--- src/core/ppd_pkg.sv ---
// ppd_pkg: register map, field positions and reset values of the
// pull-up and output-mode block. assumes an 8-bit register port.
package ppd_pkg;
    localparam int unsigned PPD_AW         = 8;
    localparam int unsigned PPD_DW         = 8;
    localparam int unsigned PPD_PU_REGS    = 5;
    localparam int unsigned PPD_PORTS      = 20;
    localparam int unsigned PPD_PORT_PINS  = 8;
    localparam int unsigned PPD_GROUP_PINS = 4;
    localparam logic [7:0]  PPD_PU_BASE    = 8'h00;
    localparam logic [7:0]  PPD_OUT_MODE   = 8'h05;
    localparam logic [7:0]  PPD_STATUS     = 8'h06;
    localparam logic [7:0]  PPD_DIR_BASE   = 8'h10;
    localparam logic [7:0]  PPD_RST_VAL    = 8'h00;
    localparam logic [7:0]  PPD_OUT_MASK   = 8'h01;
    localparam int unsigned PPD_POD_BIT    = 0;
    localparam int unsigned PPD_STAT_READY = 0;
    localparam int unsigned PPD_STAT_EXT   = 1;
endpackage

--- src/core/ppd_pullup_gate.sv ---
// ppd_pullup_gate: one group of four pins sharing a pull-up enable.
// assumes direction given is already the effective one.
`timescale 1ns/100ps
module ppd_pullup_gate
    import ppd_pkg::*;
#(
    parameter int unsigned PINS = PPD_GROUP_PINS
) (
    // clock and reset
    input  wire logic            clk_sys,
    input  wire logic            resetn,
    // group controls
    input  wire logic            grp_en,
    input  wire logic [PINS-1:0] dir,
    input  wire logic [PINS-1:0] port_func,
    // pads
    output logic      [PINS-1:0] pu_on
);
    wire [PINS-1:0] next_pullup;

    // direction output always wins over the group enable
    assign next_pullup = {PINS{grp_en}} & ~dir & port_func;

    always_ff @(posedge clk_sys) begin
        if (!resetn) begin
            pu_on <= '0;
        end else begin
            pu_on <= next_pullup;
        end
    end
endmodule // ppd_pullup_gate

--- src/core/ppd_port_ctrl.sv ---
// ppd_port_ctrl: pull-up groups, direction bits and pseudo open-drain
// select. assumes synchronous pad status inputs and an 8-bit reg port.
//
// Functional notes
// one pull-up bit per four pins
// pull-up needs bit one and input direction
// software clears bus-control pull-ups in bus modes
// bus modes still pull up port-function pins
// select one turns high-side driver off; the code leaves it on while p1_data_bus is high
// software keeps select zero on data bus
// select still works for non-bus pin use
// software avoids unsupported bit on small package
// software writes ones to absent-pin locations
// all inputs until mode transition completes
// software refreshes unused direction registers periodically
// direction one output, zero input
// output direction forces pull-up off
`timescale 1ns/100ps
module ppd_port_ctrl
    import ppd_pkg::*;
#(
    parameter int unsigned NUM_PU_REGS = PPD_PU_REGS,
    parameter int unsigned NUM_PORTS   = PPD_PORTS
) (
    // clock and reset
    input  wire logic                           clk_sys,
    input  wire logic                           resetn,
    // register port
    input  wire logic [PPD_AW-1:0]              reg_addr,
    input  wire logic [PPD_DW-1:0]              reg_wdata,
    input  wire logic                           reg_wr,
    input  wire logic                           reg_rd,
    output logic      [PPD_DW-1:0]              reg_rdata,
    // chip mode status
    input  wire logic                           mode_done,
    input  wire logic                           ext_bus_mode,
    input  wire logic                           p1_data_bus,
    input  wire logic [NUM_PORTS*PPD_PORT_PINS-1:0] pin_func_port,
    // pad controls
    output logic      [NUM_PORTS*PPD_PORT_PINS-1:0] pin_dir,
    output logic      [NUM_PORTS*PPD_PORT_PINS-1:0] pullup_en,
    output logic      [PPD_PORT_PINS-1:0]       high_side_off
);
    localparam int unsigned NUM_PINS   = NUM_PORTS * PPD_PORT_PINS;
    localparam int unsigned NUM_GROUPS = NUM_PU_REGS * PPD_DW;
    localparam logic [7:0]  PU_END     = 8'(NUM_PU_REGS);
    localparam logic [7:0]  DIR_END    = 8'(PPD_DIR_BASE + NUM_PORTS);

    logic [NUM_PU_REGS-1:0][PPD_DW-1:0] pu_reg;
    logic [NUM_PORTS-1:0][PPD_DW-1:0]   dir_reg;
    logic [PPD_DW-1:0]                  out_mode;
    logic                               mode_ready;

    wire [NUM_GROUPS-1:0] pu_flat;
    wire [NUM_PINS-1:0]   dir_flat;
    wire [NUM_PINS-1:0]   dir_eff;
    wire                  hit_pu;
    wire                  hit_dir;
    wire                  hit_mode;
    wire                  hit_stat;
    wire [7:0]            dir_idx;
    wire [2:0]            pu_idx;
    wire [PPD_DW-1:0]     stat_val;
    wire [PPD_DW-1:0]     next_rdata;
    wire [PPD_PORT_PINS-1:0] next_high_side_off;

    // address decode
    assign hit_pu   = (reg_addr >= PPD_PU_BASE) && (reg_addr < PU_END);
    assign hit_dir  = (reg_addr >= PPD_DIR_BASE) && (reg_addr < DIR_END);
    assign hit_mode = (reg_addr == PPD_OUT_MODE);
    assign hit_stat = (reg_addr == PPD_STATUS);
    assign dir_idx  = reg_addr - PPD_DIR_BASE;
    assign pu_idx   = reg_addr[2:0];

    assign pu_flat  = pu_reg;
    assign dir_flat = dir_reg;
    // pins held as inputs until the mode change has finished
    assign dir_eff  = mode_ready ? dir_flat : '0;

    assign stat_val = PPD_RST_VAL
                    | (8'(mode_ready) << PPD_STAT_READY)
                    | (8'(ext_bus_mode) << PPD_STAT_EXT);

    // unmapped reads return zero
    assign next_rdata = !reg_rd   ? PPD_RST_VAL :
                        hit_pu    ? pu_reg[pu_idx] :
                        hit_dir   ? dir_reg[dir_idx] :
                        hit_mode  ? out_mode :
                        hit_stat  ? stat_val : PPD_RST_VAL;

    // data bus use overrides the select so bus drive stays push-pull
    assign next_high_side_off = {PPD_PORT_PINS{out_mode[PPD_POD_BIT]
                                              & ~p1_data_bus}};

    always_ff @(posedge clk_sys) begin
        if (!resetn) begin
            pu_reg <= '0;
        end else if (reg_wr && hit_pu) begin
            pu_reg[pu_idx] <= reg_wdata;
        end
    end

    always_ff @(posedge clk_sys) begin
        if (!resetn) begin
            dir_reg <= '0;
        end else if (reg_wr && hit_dir) begin
            dir_reg[dir_idx] <= reg_wdata;
        end
    end

    always_ff @(posedge clk_sys) begin
        if (!resetn) begin
            out_mode <= PPD_RST_VAL;
        end else if (reg_wr && hit_mode) begin
            out_mode <= reg_wdata & PPD_OUT_MASK;
        end
    end

    // sticky once seen; a glitch back low must not re-float outputs
    always_ff @(posedge clk_sys) begin
        if (!resetn) begin
            mode_ready <= 1'b0;
        end else if (mode_done) begin
            mode_ready <= 1'b1;
        end
    end

    always_ff @(posedge clk_sys) begin
        if (!resetn) begin
            reg_rdata     <= PPD_RST_VAL;
            pin_dir       <= '0;
            high_side_off <= '0;
        end else begin
            reg_rdata     <= next_rdata;
            pin_dir       <= dir_eff;
            high_side_off <= next_high_side_off;
        end
    end

    // bus modes gate through pin_func_port only, no mode-wide block
    genvar g;
    generate
        for (g = 0; g < NUM_GROUPS; g++) begin : g_grp
            ppd_pullup_gate #(
                .PINS (PPD_GROUP_PINS)
            ) u_gate (
                .clk_sys   (clk_sys),
                .resetn    (resetn),
                .grp_en    (pu_flat[g]),
                .dir       (dir_eff[g*PPD_GROUP_PINS +: PPD_GROUP_PINS]),
                .port_func (pin_func_port[g*PPD_GROUP_PINS +:
                                          PPD_GROUP_PINS]),
                .pu_on     (pullup_en[g*PPD_GROUP_PINS +: PPD_GROUP_PINS])
            );
        end
    endgenerate
endmodule // ppd_port_ctrl

--- config.mk ---
export PLATFORM = sky130hd
export DESIGN_NAME = ppd_port_ctrl
export DESIGN_NICKNAME = d
export VERILOG_FILES = /design/src/core/ppd_pkg.sv /design/src/core/ppd_pullup_gate.sv /design/src/core/ppd_port_ctrl.sv
export SDC_FILE = /design/constraint.sdc
export NUM_CORES = 1
export LEC_CHECK = 0
export BUFFER_PORTS_ARGS = -buffer_cell sky130_fd_sc_hd__buf_2
export CAP_MARGIN = 10
export CORE_AREA = 4 4 201 203
export CTS_BUF_LIST = sky130_fd_sc_hd__clkbuf_2
export CTS_CLUSTER_DIAMETER = 150
export DETAILED_ROUTE_END_ITERATION = 7
export DIE_AREA = 0 0 205 207
export GPL_TIMING_DRIVEN = 1
export PLACE_DENSITY = 0.77
export SLEW_MARGIN = 25
export SYNTH_ARGS = -nofsm -noshare
export SYNTH_HDL_FRONTEND = slang
export SYNTH_SLANG_ARGS = --single-unit
--- constraint.sdc ---
create_clock -name clk_sys -period 3 [get_ports clk_sys]
set_input_delay 0.45 -clock clk_sys [delete_from_list [all_inputs] [get_ports clk_sys]]
set_output_delay 0.45 -clock clk_sys [all_outputs]
set_load 0.05 [all_outputs]
Word level (Yosys, flattened, before mapping):

Cells that the tools add are included.

* output and inout port bits: 336
* register bits: 531
* logic and storage cells: 227
* bits of input ports: 183

* bitwise gates (word level): 123
* equal/unequal tests: 2
* add/subtract/negate cells: 1
* muxes and demuxes: 15
* order comparisons: 8
* reductions and logical operators: 8

Operators by type and width (count)
* $and 4x4->4: 80
* $bwmux 160: 1
* $mux 160: 1
* $not 4->4: 40
* $mux 8: 6
* $bmux 8 s5: 1
* $bwmux 40: 1
* $demux 8 s5: 1
* $bmux 8 s3: 1
* $demux 8 s3: 1
* $eq 8x3->1 const B: 2
* $ge 8x1->1 const B: 2
* $lt 8x6->1 const B: 2
* $ge 8x5->1 const B: 1
* $lt 8x3->1 const B: 1
* $sub 8x5->8 const B: 1
* $logic_and 1x1->1: 7
* $lt 3x4->1 const B: 1
* $mux 2: 2
* $ge 3x1->1 const B: 1
* $or 1x2->2: 1
* $reduce_and 2->1: 1
* $and 1x1->1: 1
* $not 1->1: 1

Depth between registers and ports, before layout:

Gate-level depths: netlist of run 1.

* word-level depth: 6
* depth in mapped cells: 11
* mapped depth without buffers: 7

Hierarchy:

Synthesis of run 1 repeated with hierarchy kept, for this count alone.

* cell total of the unflattened synthesis: 1881
* area, all modules: 19886.6 µm²

Modules (own cells, without submodules)
* ppd_port_ctrl: area an instance 15082.0 µm², cells an instance 1561, instances 1
* ppd_pullup_gate: area an instance 120.1 µm², cells an instance 8, instances 40

Worst setup path after synthesis of run 1:

OpenSTA, ideal clock, no wires.

* path type: input to register
* start point: in reg_addr[4]
* end point: reg dir_reg, in the netlist dir_flat[88]
* data required time: 2.876 ns
* setup slack: 0.374 ns
* stages on the path: 10
* arrival: 2.502 ns
* cell sequence: buf_2 > buf_2 > inv_1 > ha_1 > or2_2 > o21ai_1 > a41oi_1 > clkbuf_1 > o21ai_0 > a21boi_0

* cells in the longest elaborated chain, start to end: 6
* elaborated cells between the ends (all ways): 11

Ends and longest elaborated chain
* start, declared: line ppd_port_ctrl.sv:29 `input wire logic [PPD_AW-1:0] reg_addr,`
* $sub 8x5->8: line ppd_port_ctrl.sv:72 `assign dir_idx = reg_addr - PPD_DIR_BASE;`
* $ge 8x1->1 (implied by the code) / $lt 8x6->1 (equally long branches): line ppd_port_ctrl.sv:107 `dir_reg[dir_idx] <= reg_wdata;`
* $logic_and 1x1->1 (implied by the code): line ppd_port_ctrl.sv:107
* $mux 8 (implied by the code): line ppd_port_ctrl.sv:107
* $demux 8 s5: line ppd_port_ctrl.sv:107
* $bwmux 160: line ppd_port_ctrl.sv:107
* end signal, assigned by index: line ppd_port_ctrl.sv:107
* end, declared: line ppd_port_ctrl.sv:50 `logic [NUM_PORTS-1:0][PPD_DW-1:0] dir_reg;`

Several ways; a longest one is shown, not always the timed one.
A chain may end at the register's enable or synchronous reset.

Worst setup path after layout of run 1:

* start point: in reg_addr[4]
* end point: reg dir_reg, in the netlist dir_flat[28]

The elaborated chain is that of the path after synthesis.

==> run summary, run 1 <==
Status: complete, but fails checks
Failing checks: design-rule violations
Syn_area_per_cell: 9.72 um^2
Yosys top cell area share: 0.535
Post-synth ARST share: 0
Initial antenna violation count: 5
Worst EP required: 4000 ps
CTS tree: built
Deepest clock path buffer count: 3
Kind of critical path: input pin to register
EDFF count, synth: 0
Hold path cells: 3
Multi-input gate area: 8260 um^2
Period utilisation layout: 0.972
Final WL: 77,000 um
Max Cap Violations: 0
Reg-to-reg slack, setup: 520 ps
Post-CTS Setup Repair Bufs: 0
WL met3: 8590 um
DRC: 2
Compound-Gate Fraction of Synth Area: 0.171
Post-synthesis mux area share: 0.0630
Final Skew: 74.4 ps
Worst flop-to-flop path startpoint: dir_flat[55]$_SDFFE_PN0P_
Cts hold-fix bufs: 202
Worst vdd ir: 339 uV
Metal-1 WL: 28,400 um
PwrDens: 489 nW/um^2
Worst slew margin: 0.346
Post-synthesis xor/xnor area fraction: 0
Highest metal used: met5
Pre-antenna DRT Iters: 8
Synth warn: 0
Synth top area cells: dfxtp_1, nand3_1, and3_1, o21ai_0, a21oi_1
Clk root buf: clkbuf_2
Syn Nets: 2,230
Largest family of logic cells by synthesized area: simple AND/OR/NAND/NOR gates
Vias: 19,800
Die ar.: 42,400 um^2
I/O Buffers: 518
Largest net degree at the start of global routing: 184
Die H: 207 um
Simple-Gate Fraction of Synth Area: 0.176
R2r endpoint: reg_rdata[7]$_SDFF_PN0_
Worst Hold Class: input pin to register
1st-iter DRT viols: 2,387
Number of synthesized register bits: 531
Worst Max-Slew Pin Slew: 978 ps
Synthesis-to-layout area growth: 29.8%
Core area: 38,500 um^2
FP Rows: 72
Post-Synthesis Cells: 2,043
Hold endpoint: g_grp[1].u_gate.pu_on[0]$_SDFF_PN0_
Placed Area: 22,600 um^2
Adder-cell share of the synthesized area: 0.00252
WP data arrival: 3920 ps
Vias in the first global route: 19,900
H-tree levels: 4
Hpwl dp: 48,700 um
Routed len/inst: 23.1 um
Predominant post-synthesis flop cell: dfxtp_1
Sequential fraction of the synthesis area: 0.535
Slew Viols, Final: 0
Post-CTS Resized: 0
Vias/cell: 5.94
Synth unique cells: 56
Tot GR Track Use: 0.344
IO Pins: 519
Crit-path max FO: 32
Area leader, netlist: dfxtp_1
Antenna viol nets, final: 0
CP Capture Type: register
Met2 Wirelength: 36,300 um
Hold Startpoint: pin_func_port[4]
Cell Area, Synth: 19,900 um^2
Fillers: 2,960
Worst r2r path cells: 6
Final Hold Viols: 0
TritonCTS Buffers: 135
Startpoint types: input pin
Setup TNS: 0 ps
Total global routing overflow: 0
Final setup fails: 0
Skew-Pair Late Insertion Delay: 1100 ps
Final Instance Area: 25,800 um^2
Die X: 205 um
Clock sinks: 531
Post-route minimum period: 2920 ps
Nets: 2,914
First-pass GRT wire length: 114,000 um
Starting Density: 0.516
Share of layout cells above drive strength 1: 0.295
Fmax: 343 MHz
Worst-path clk slew: 120 ps
Final GP Congestion: 0.918
Leak pwr: 11.6 nW
RSZ-0062 raised after global routing: false
FF/Latch Area: 10,600 um^2
## synth_stat cells, drive strengths merged (6+ instances only)
cell,number
a21boi,184
and2,8
a31oi,8
mux2,8
mux4,36
dfxtp,531
buf,89
nor3,6
nand2,53
nor2,20
nand3,343
and3,170
clkbuf,130
a21oi,167
o21ai,170
nor2b,26
a22oi,11
mux2i,35
## registers in the layout, indices dropped and copies added, names as in the netlist
register,flops
dir_flat,160
g_grp.u_gate.pu_on,160
pin_dir,160
pu_flat,40
reg_rdata,8
high_side_off,1
mode_ready,1
out_mode,1
## stage by stage
| step | cells | setup slack [ps] | hold slack [ps] | util | total power [W] |
|---|---|---|---|---|---|
| floorplan | 2043 | 374 | 428 | - | 0.00760 |
| global placement | 2903 | 224 | 458 | 0.586 | 0.00786 |
| detailed placement | 2905 | 87.0 | 461 | 0.588 | 0.00787 |
| CTS | 3323 | 306 | 31.4 | 0.669 | 0.0126 |
| global route | 3327 | 51.7 | 51.5 | 0.670 | 0.0131 |
| finish | 3329 | 83.0 | 128 | 0.670 | 0.0126 |
## worst max-delay path, cell delays in order
cell and delay (ps):
dlygate4sd3_1 560, buf_2 140, buf_4 260, ha_1 190
or3b_2 480, a21oi_2 380, and3_1 220, buf_4 320
nand3_1 140, a21boi_1 200, dlygate4sd3_1 580
## power breakdown
part / switching, W / leakage [nW] / internal (W) / total (W)
clock network: 0.00288 / 0.841 / 0.00178 / 0.00466
logic: 0.000503 / 6.53 / 0.000376 / 0.000878
registers: 0.00000637 / 4.28 / 0.00705 / 0.00705
total: 0.00339 / 11.6 / 0.00920 / 0.0126
## worst max-delay path by stage
stage / start / endpoint / slack, ps / cells past startpoint
floorplan: reg_addr[4] / dir_flat[88]$_SDFFE_PN0P_ / 370 / 10
global placement: reg_addr[4] / dir_flat[141]$_SDFFE_PN0P_ / 220 / 9
detailed placement: reg_addr[4] / dir_flat[5]$_SDFFE_PN0P_ / 90 / 9
CTS: reg_addr[4] / dir_flat[28]$_SDFFE_PN0P_ / 310 / 11
global route: reg_addr[4] / dir_flat[28]$_SDFFE_PN0P_ / 50 / 11
finish: reg_addr[4] / dir_flat[28]$_SDFFE_PN0P_ / 80 / 11
## kinds of logic after synthesis
| logic type | count (synthesis) |
|---|---|
| mux | 79 |
| simple gates | 646 |
| buf+inv | 222 |
| compound gates | 561 |
| flops | 531 |
| fa+ha+maj | 4 |
## layout make-up
class,count,share of cell area
repair buffers,766,0.198
well taps,518,0.0251
flip-flops and latches,531,0.413
multi-input cells,1290,0.320
inverters,3,0.000437
diodes,5,0.000485
clock inverters,37,0.00815
clock buffers,179,0.0348
## metal layers
metal	vias up	GRT usage
li1	8744	-
met1	9351	0.423
met2	1384	0.559
met3	292	0.0879
met4	2	0.172
met5	-	0
## cell usage in the layout, fill, tap and decap left out, drive strengths merged, types with 3 or more instances in the layout
master	n
a31o	3
nor3	6
o21ai	170
and3	170
ha	4
buf	564
clkinv	22
nand3	343
nor2	20
diode	5
mux2	8
dlygate4sd3	202
a211oi	4
inv	11
and2	8
mux2i	35
nand2	53
mux4	36
clkinvlp	5
a22oi	11
a221o	4
or2	4
a31oi	8
dfxtp	531
a21oi	167
clkbuf	179
a21boi	184
nor2b	26
(Power assumes the default switching activity.)
==> inputs of run 2 (changes only) <==
CORE_AREA = not set   (was 4 4 201 203)
CORE_MARGIN = 4   (was not set)
CORE_UTILIZATION = 49   (was not set)
DIE_AREA = not set   (was 0 0 205 207)
clock period = 2.4 ns   (was 3 ns; I/O delays follow)
==> run summary, run 2 (synthesis gave the netlist of run 1 again) <==
Hold endpoint: dir_flat[108]$_SDFFE_PN0P_
M1 GR Usage: 0.439
Tot GR Track Use: 0.358
CP Capture Type: register
Initial antenna violation count: 7
Deepest clock path buffer count: 3
Register share of total power: 0.548
Sw frac: 0.269
Worst slew margin: 0.428
GR Layer Usage met2: 0.585
Antenna viol nets, final: 0
Vias/cell: 5.97
Slew Viols, Final: 0
Most used cell, CP: dlygate4sd3_1
WP data arrival: 3390 ps
TritonCTS Buffers: 135
Final Instance Area: 28,000 um^2
IO Pins: 519
Final GP Congestion: 0.926
Worst vdd ir: 456 uV
Fmax: 427 MHz
Crit-path max FO: 32
Commonest cells after routing, fill and taps aside: dfxtp_1, buf_2, dlygate4sd3_1
1st-iter DRT viols: 3,103
Clk root buf: clkbuf_2
Gate power share: 0.076
Die ar.: 43,800 um^2
GR Util met3: 0.0934
Worst Hold Class: input pin to register
Skew-Pair Late Insertion Delay: 1100 ps
Final Hold Viols: 0
Slowest-stage cell, CP: dlygate4sd3_1
Worst-path clk slew: 110 ps
Largest net degree at the start of global routing: 115
Hold Startpoint: reg_addr[6]
R2r endpoint: reg_rdata[4]$_SDFF_PN0_
Startpoint types: input pin
Final cell count without fillers: 3,536
Finished Core Util: 0.702
Clock power frac: 0.377
Synthesis-to-layout area growth: 41.1%
Setup TNS: 0 ps
Share of layout cells above drive strength 1: 0.293
Period utilisation layout: 0.975
H-tree levels: 4
Sw Pwr: 0.00433 W
Worst Max-Slew Pin Slew: 857 ps
Pre-antenna DRT Iters: 8
Core area: 39,900 um^2
Grt peak-use layer: met2
DRC: 4
Worst r2r path cells: 6
FP Rows: 73
WHS: 50.2 ps
Worst EP required: 3450 ps
I/O Buffers: 518
Fillers: 2,831
Die X: 209 um
Status: complete, but fails checks
CTS tree: built
Vias: 21,100
Reg-to-reg slack, setup: 110 ps
Leak pwr: 12.3 nW
Max Cap Violations: 0
Worst path max stage delay: 600 ps
Clock sinks: 531
Nets: 3,115
Final setup fails: 0
Final WL: 83,100 um
Final Skew: 84.6 ps
Failing checks: design-rule violations
Hpwl dp: 50,200 um
Commonest non-fill, non-tap cell in the layout: dfxtp_1
Post-Place Cells: 2,951
Post-route minimum period: 2340 ps
Crit-path cells: dlygate4sd3_1, buf_2, or3b_2, a21oi_2, buf_4, and3_1, buf_12, nand3_1, a21boi_2, dlygate4sd3_1
CP bufs+invs: 5
PwrDens: 574 nW/um^2
Starting Density: 0.498
Placed Area: 23,200 um^2
Int Power: 0.0118 W
Vias in the first global route: 21,400
Total global routing overflow: 0
Routed len/inst: 23.5 um
Worst path top cell family by delay: buffers and inverters
Hold path cells: 6
Kind of critical path: input pin to register
First-pass GRT wire length: 123,000 um
Die H: 209 um
Worst flop-to-flop path startpoint: dir_flat[52]$_SDFFE_PN0P_
[run 2: power by group through the flow]
| stage | clock network, W | logic [W] | registers (W) |
|---|---|---|---|
| after floorplan | 0 | 0.000481 | 0.00902 |
| after detailed placement | 0 | 0.000889 | 0.00902 |
| after global placement | 0 | 0.000872 | 0.00902 |
| final | 0.00606 | 0.00122 | 0.00882 |
| after CTS | 0.00601 | 0.00115 | 0.00881 |
| after global routing | 0.00657 | 0.00127 | 0.00882 |
[run 2: worst max path at each step]
stage	cells after the start	end	from	slack, ps
floorplan	9	pu_flat[32]$_SDFFE_PN0P_	reg_addr[4]	6
global placement	9	dir_flat[57]$_SDFFE_PN0P_	reg_addr[4]	-140
detailed placement	9	dir_flat[118]$_SDFFE_PN0P_	reg_addr[4]	-200
CTS	9	reg_rdata[5]$_SDFF_PN0_	reg_addr[7]	60
global route	10	dir_flat[0]$_SDFFE_PN0P_	reg_addr[1]	-40
finish	10	dir_flat[0]$_SDFFE_PN0P_	reg_addr[1]	60
[run 2: worst register-to-register path: cells and delay by family, from the launching register on]
kind                   cells  cell delay (ps)
AO/OA/AOI/OAI              3              520
buffers and inverters      1              560
flip-flops                 1              400
multiplexers               1              540
AND/OR/NAND/NOR            1              180
[run 2: final cells by class]
class,count,area [um^2],area share
repair buffers,967,7300,0.261
well taps,525,657,0.0234
diodes,8,20.0,0.000714
clock inverters,23,173,0.00616
flip-flops and latches,531,10600,0.380
inverters,3,11.3,0.000402
multi-input cells,1290,8280,0.295
clock buffers,189,946,0.0338
[run 2: per-stage QoR]
stage	setup WS, ps	total power, W
after floorplan	5.52	0.00950
after global placement	-143	0.00989
after detailed placement	-199	0.00991
after CTS	61.7	0.0160
after global routing	-37.3	0.0167
final	60.2	0.0161
[run 2: what timing repair did]
| item | CTS | global route |
|---|---|---|
| setup endpoints to repair | 0 | 3 |
| resized for setup | 0 | 3 |
| hold buffers | 362 | 0 |
| hold endpoints to repair | 505 | 0 |
| buffers inserted | 0 | 3 |
[run 2: per-layer routing]
metal / vias up / routed length (um)
met2: 1583 / 38900
met1: 9989 / 30300
met5: - / 0
li1: 9141 / -
met3: 382 / 9390
met4: 0 / 4570
